## src/rtl/padc_regs.svh

```systemverilog
// Constants of the pipelined converter output port
`ifndef PADC_REGS_SVH
`define PADC_REGS_SVH
`define PADC_RES_BITS      12
`define PADC_LATENCY       5
`define PADC_RESULT_MSB    11
`define PADC_DUTY_MIN_PCT  35
`define PADC_DUTY_MAX_PCT  65
`define PADC_DUTY_TGT_PCT  50
`define PADC_CLK_NS        4
`define PADC_SAMPLE_RST    12'h000
`endif

```

## src/rtl/padc_pkg.sv

```systemverilog
// Types of the pipelined converter output port
package padc_pkg;
    typedef enum logic [1:0] {
        PADC_RUN   = 2'b00,
        PADC_QUASI = 2'b01,
        PADC_STD   = 2'b11
    } padc_power_t;

    typedef struct packed {
        logic fmt_twos;
        logic out_en_n;
        logic clock_duty_adjust;
        logic standard_sleep_pin;
        logic quasi_sleep_pin;
    } padc_ctrl_t;
endpackage : padc_pkg

```

## src/rtl/padc_stage.sv

```systemverilog
// One pipeline stage: registers the whole sample word, holding it while hold is high
`timescale 1ns/10ps
`include "padc_regs.svh"
module padc_stage
    import padc_pkg::*;
#(
    parameter int W = `PADC_RES_BITS
) (
    input  wire logic         clock,
    input  wire logic         srst,
    input  wire logic         hold,
    input  wire logic [W-1:0] word_in,
    output logic      [W-1:0] word_out
);
    typedef struct packed {
        logic [W-1:0] word;
    } padc_stage_st_t;

    padc_stage_st_t st_r;
    padc_stage_st_t st_nxt;

    always_comb begin
        st_nxt = st_r;
        if (!hold) begin
            st_nxt.word = word_in;
        end
    end

    always_ff @(posedge clock) begin
        if (srst) begin
            st_r <= '0;
        end else begin
            st_r <= st_nxt;
        end
    end

    assign word_out = st_r.word;
endmodule : padc_stage

```

## src/rtl/padc_top.sv

```systemverilog
// Digital output port of a 12-bit pipelined converter
`timescale 1ns/10ps
`include "padc_regs.svh"
module padc_top
    import padc_pkg::*;
#(
    parameter int RES_BITS = `PADC_RES_BITS,
    parameter int LATENCY  = `PADC_LATENCY
) (
    input  wire logic                clock,
    input  wire logic                srst,
    input  wire logic [RES_BITS-1:0] sample_in,
    input  wire logic                fmt_twos_pin,
    input  wire logic                out_en_n_pin,
    input  wire logic                clock_duty_adjust,
    input  wire logic                standard_sleep_pin,
    input  wire logic                quasi_sleep_pin,
    output logic      [RES_BITS-1:0] data_out,
    output logic      [RES_BITS-1:0] data_oe_n,
    output logic                     duty_fix_on,
    output logic                     power_std,
    output logic                     power_quasi,
    output logic                     data_valid
);
    // Format logic is fixed to the documented width; the chain needs a latency of two, one stage
    if (RES_BITS != `PADC_RES_BITS || LATENCY < 2) begin : g_bad_cfg
        $error("padc_top: unsupported width or latency");
    end

    // Control pins are asynchronous to this clock
    typedef struct packed {
        padc_ctrl_t                  sync1;
        padc_ctrl_t                  sync2;
        logic [RES_BITS-1:0]         dout;
        logic [RES_BITS-1:0]         oe_n;
        logic                        duty;
        padc_power_t                 pwr;
        logic [$clog2(LATENCY+1)-1:0] fill;
        logic                        valid;
        logic                        pstd;
        logic                        pquasi;
    } padc_st_t;

    padc_st_t            st_r;
    padc_st_t            st_nxt;
    padc_ctrl_t          pins;
    logic [RES_BITS-1:0] stage_w [0:LATENCY-2];
    logic [RES_BITS-1:0] stage_d [0:LATENCY-2];
    logic                hold;

    assign pins = '{fmt_twos:           fmt_twos_pin,
                    out_en_n:           out_en_n_pin,
                    clock_duty_adjust:  clock_duty_adjust,
                    standard_sleep_pin: standard_sleep_pin,
                    quasi_sleep_pin:    quasi_sleep_pin};

    function automatic padc_power_t power_of(input padc_ctrl_t c);
        if (c.standard_sleep_pin) begin
            power_of = PADC_STD;
        end else if (c.quasi_sleep_pin) begin
            power_of = PADC_QUASI;
        end else begin
            power_of = PADC_RUN;
        end
    endfunction : power_of

    // Pipeline frozen while asleep; data resumes after refill
    assign hold = (st_r.pwr != PADC_RUN);

    // Stage chain: first stage samples, later ones pass the word on unchanged
    assign stage_d[0] = sample_in;
    genvar g;
    generate
        for (g = 0; g < LATENCY - 1; g++) begin : g_stage
            if (g > 0) begin : g_link
                assign stage_d[g] = stage_w[g-1];
            end
            padc_stage #(.W(RES_BITS)) u_stage (
                .clock    (clock),
                .srst     (srst),
                .hold     (hold),
                .word_in  (stage_d[g]),
                .word_out (stage_w[g])
            );
        end
    endgenerate

    always_comb begin
        st_nxt       = st_r;
        st_nxt.sync1 = pins;
        st_nxt.sync2 = st_r.sync1;
        st_nxt.duty  = st_r.sync2.clock_duty_adjust;
        st_nxt.pwr   = power_of(st_r.sync2);
        st_nxt.pstd   = (st_nxt.pwr == PADC_STD);
        st_nxt.pquasi = (st_nxt.pwr == PADC_QUASI);
        st_nxt.oe_n  = {RES_BITS{st_r.sync2.out_en_n}};
        if (!hold) begin
            // Last stage: format conversion, MSB on the top line
            st_nxt.dout = stage_w[LATENCY-2];
            if (st_r.sync2.fmt_twos) begin
                st_nxt.dout[`PADC_RESULT_MSB] = ~stage_w[LATENCY-2][`PADC_RESULT_MSB];
            end
            if (st_r.fill != LATENCY[$bits(st_r.fill)-1:0]) begin
                st_nxt.fill = st_r.fill + 1'b1;
            end
        end else begin
            st_nxt.fill = '0;
        end
        // Valid drops on the edge that enters sleep, not one later
        st_nxt.valid = !hold && (st_nxt.pwr == PADC_RUN)
                       && (st_nxt.fill == LATENCY[$bits(st_r.fill)-1:0]);
    end

    always_ff @(posedge clock) begin
        if (srst) begin
            st_r      <= '0;
            st_r.oe_n <= '1;
        end else begin
            st_r <= st_nxt;
        end
    end

    assign data_out    = st_r.dout;
    assign data_oe_n   = st_r.oe_n;
    assign duty_fix_on = st_r.duty;
    assign power_std   = st_r.pstd;
    assign power_quasi = st_r.pquasi;
    assign data_valid  = st_r.valid;
endmodule : padc_top

```

## config.mk

```make
export PLATFORM = sky130hd
export DESIGN_NAME = padc_top
export DESIGN_NICKNAME = d
export VERILOG_FILES = /design/src/rtl/padc_pkg.sv /design/src/rtl/padc_stage.sv /design/src/rtl/padc_top.sv
export VERILOG_INCLUDE_DIRS = /design/src /design/src/rtl
export SDC_FILE = /design/constraint.sdc
export NUM_CORES = 1
export LEC_CHECK = 0
export ABC_CLOCK_PERIOD_IN_PS = 2800
export BUFFER_PORTS_ARGS = -buffer_cell sky130_fd_sc_hd__buf_2
export CORE_ASPECT_RATIO = 0.7
export CORE_MARGIN = 10
export CORE_UTILIZATION = 55
export CTS_CLUSTER_SIZE = 16
export DETAILED_ROUTE_END_ITERATION = 8
export PLACE_DENSITY = 0.78
export SYNTH_ARGS = -nofsm -noshare
export SYNTH_HDL_FRONTEND = slang
export SYNTH_SLANG_ARGS = --single-unit
export TNS_END_PERCENT = 1
```

## constraint.sdc

```tcl
create_clock -name clock -period 2.8 [get_ports clock]
set_clock_uncertainty 0.2 [all_clocks]
set_input_delay 0.7 -clock clock [delete_from_list [all_inputs] [get_ports clock]]
set_output_delay 0.7 -clock clock [all_outputs]
set_load 0.005 [all_outputs]
```

==> impl_metrics.tcl <==
set metrics [dict create \
    diodes 0 \
    start_util 0.584 \
    cts_hold_repair.buffers 0 \
    timing.setup.critical_path_class "reg2reg" \
    setup_viol_count_final 0 \
    core_region_area_um2 4910 \
    seqCellArea_um2 1600 \
    dieHeight_um 80.4 \
    buffer_ports.inserted 46 \
    multiInputGateArea_um2 993 \
    postRouteWirelength_um 5070 \
    timing.final.hold_violations 0 \
    worst_case_reg_to_reg_path_depth 3 \
    avgViaCountPerCell 4.75 \
    min_delay_worst_endpoint "data_oe_n[0]" \
    maximum_number_of_pins_on_one_net_before_global_route_repair 80 \
    top_cells_by_area_in_the_synthesized_netlist "sky130_fd_sc_hd__dfxtp_1, sky130_fd_sc_hd__nand2_1, sky130_fd_sc_hd__a21oi_1" \
    grt_pass1_vias 2006 \
    most_frequent_cell_after_synthesis "sky130_fd_sc_hd__nand2_1" \
    crit_chain "or2_2 -> nand2_1 -> a21oi_1" \
    cts-htree-levels 3 \
    share_of_the_synthesized_netlist_area_taken_by_xor_and_xnor_gates 0.00611 \
    dr_total_vias 2029 \
    final-max-slew-violation-count 0 \
    synth_compound_gate_area_share 0.112 \
    synth.cells.most_frequent "sky130_fd_sc_hd__nand2_1, sky130_fd_sc_hd__dfxtp_1, sky130_fd_sc_hd__a21oi_1" \
    die_x_um 106 \
    netlist_area_um2 2870 \
    clk_root_buffer_cell "sky130_fd_sc_hd__clkbuf_8" \
    synth_mux_area_frac 0 \
    boundaryPins 47 \
    dpl.hpwl_um 3360 \
    firstDrtPassIters 4 \
    start_kind "register" \
    worst_skew_pair.late_latency_ps 340 \
    route.detailed.drc 0 \
    nNetsFinal 374 \
    critical_path.startpoint "st_r[7]" \
    die-area_um2 8550 \
    finalSetupTns_ps 0 \
    max-vdd-ir-drop_uv 405 \
    largest_family_of_logic_cells_by_synthesized_area "simple AND/OR/NAND/NOR gates" \
    min_period_over_period 0.674 \
    netlist.area_leader.share 0.558 \
    number_of_enable_type_register_cells_in_the_synthesized_netlist 0 \
    drv_cap 0 \
    cp_data_required_time_ps 2880 \
    rsz_0062_raised_after_global_routing "false" \
    crit_slowest_cell "sky130_fd_sc_hd__or2_2" \
    leakage_nw 1.26 \
    timing.rr.end "g_stage[1].u_stage.word_out[7]" \
    cts_buffer_depth 2 \
    finalWeightedCongestion 0.707 \
    achievable-frequency_ghz 0.530 \
    first_pass_grt_wire_length_um 8710 \
    synth-adder-area-share 0.00873 \
    synth.yosys.seq_area_share 0.558 \
    fill_cells 444 \
    syn-mean-instance-area_um2 8.46 \
    setup.reg_to_reg.worst_slack_ps 910 \
    total_power_mw 2.07 \
    post-route-min-period_ps 1890 \
    beginning_of_the_worst_register_to_register_path "st_r[7]" \
    ys.flop_type "sky130_fd_sc_hd__dfxtp_1" \
    critPathMaxFanout 62 \
    yosys_register_bits 80 \
    synth.net_count 360 \
    setup.worst_path.end_class "register" \
    transition_time_of_the_tightest_slew_check_pin_ps 1110 \
    ant_nets 0 \
    clock_tree_sinks 80 \
    antenna_found_initial 0 \
    synth_warnings 0 \
    synthCells 339 \
    timing.critical_path.arrival_ps 1970 \
    proportion_of_layout_cells_with_a_drive_suffix_above_1 0.187 \
    grt_use_total 0.126 \
    power-per-cell-area_nw_per_um2 665 \
    areaGrowthSynthToFinish_pct 8.64 \
    worstHoldStart "st_nxt[9]" \
    critical-path-max-stage-delay_ps 870 \
    synth_top_area_cell "sky130_fd_sc_hd__dfxtp_1" \
    synth-simple-area-share 0.217 \
    tritoncts_clock_tree "built" \
    worst_slew_margin_rel 0.263 \
    min_delay_path_depth 1 \
    initialDrtViolationCount 85 \
    ys_async_sr_fraction 0 \
    post-cts-setup-buffer-count 0 \
    min_delay_worst_type "reg2reg" \
    rows 21 \
    numCtsBuffers 9 \
    clk_pin_slew_worst_paths_ps 80 \
    cts_resizes 0 \
    grt-ovfl-total 0 \
    detail_route.wl_per_cell_um 11.9 \
    synth.distinct_cells 21 \
    run_status "complete, no violations" \
]
critical path: cells and delay by family (launching register included):
kind	cells	cell delay (ps)
AOI/OAI and AO/OA	1	190
and+or+nand+nor	2	1040
DFF	1	370
stage by stage:
step	cells	area [um2]	setup slack, ps	utilization	hold slack [ps]
2_1_floorplan	339	2870	1100	-	189
3_3_place_gp	411	2950	958	0.600	191
3_5_place_dp	411	2950	906	0.600	202
4_1_cts	427	3120	890	0.634	222
5_1_grt	427	3120	776	0.634	260
6_report	427	3120	912	0.634	222
layout by cell type (no fill, tap or decap):
| cell | instances |
|---|---|
| sky130_fd_sc_hd__buf_2 | 46 |
| sky130_fd_sc_hd__buf_12 | 1 |
| sky130_fd_sc_hd__clkbuf_1 | 2 |
| sky130_fd_sc_hd__buf_4 | 2 |
| sky130_fd_sc_hd__inv_1 | 1 |
| sky130_fd_sc_hd__nand2_1 | 119 |
| sky130_fd_sc_hd__or2_2 | 2 |
| sky130_fd_sc_hd__nor2_1 | 5 |
| sky130_fd_sc_hd__dfxtp_1 | 80 |
| sky130_fd_sc_hd__nor4_4 | 1 |
| sky130_fd_sc_hd__a2111oi_0 | 1 |
| sky130_fd_sc_hd__clkbuf_8 | 10 |
| sky130_fd_sc_hd__o211a_1 | 1 |
| sky130_fd_sc_hd__nor2b_1 | 13 |
| sky130_fd_sc_hd__nor3b_1 | 2 |
| sky130_fd_sc_hd__and3b_1 | 2 |
| sky130_fd_sc_hd__clkinv_2 | 4 |
| sky130_fd_sc_hd__a21oi_1 | 59 |
| sky130_fd_sc_hd__nor3_1 | 1 |
| sky130_fd_sc_hd__a211oi_1 | 1 |
| sky130_fd_sc_hd__xnor2_1 | 2 |
| sky130_fd_sc_hd__ha_1 | 2 |
| sky130_fd_sc_hd__nor2_4 | 1 |
cell type report:
class | count | share of cell area
clock inverters | 4 | 0.00643
inverters | 1 | 0.00120
well taps | 69 | 0.0277
multi-input cells | 212 | 0.319
flip-flops and latches | 80 | 0.514
clock buffers | 12 | 0.0466
repair buffers | 49 | 0.0851
cell families after synthesis:
logic type | Yosys count
simple gates | 146
flops | 80
compound gates | 62
buf+inv | 47
xor+xnor | 2
fa+ha+maj | 2
how the worst max path moves through the flow:
stage	endpoint	slack, ps
floorplan	data_out[10]	1100
global placement	data_valid	960
detailed placement	g_stage[1].u_stage.word_out[7]	910
CTS	g_stage[1].u_stage.word_out[7]	890
global route	g_stage[2].u_stage.word_out[9]	780
finish	g_stage[1].u_stage.word_out[7]	910
metal layers:
| metal | part of all wire | up-vias | wire [um] | global-route usage |
|---|---|---|---|---|
| met1 | 0.46 | 910 | 2320 | 0.131 |
| met5 | 0 | - | 0 | 0 |
| met4 | 0.013 | 0 | 66 | 0.0404 |
| met3 | 0.058 | 7 | 294 | 0.0726 |
| li1 | - | 1081 | - | - |
| met2 | 0.47 | 31 | 2380 | 0.213 |
state kept, by name, indices dropped and copies added, names as in the netlist:
register                  cells
power_std                     1
g_stage.u_stage.word_out     48
data_out                     12
data_oe_n                     1
st_nxt                        7
duty_fix_on                   1
power_quasi                   1
data_valid                    1
st_r                          8
power breakdown:
group / switching [mW] / internal [mW] / leakage (nW)
combinational: 0.0900 / 0.0587 / 0.515
clock: 0.373 / 0.340 / 0.0899
sequential: 0.0255 / 1.18 / 0.654
total: 0.488 / 1.58 / 1.26
Power figures use the tool's default switching activity.
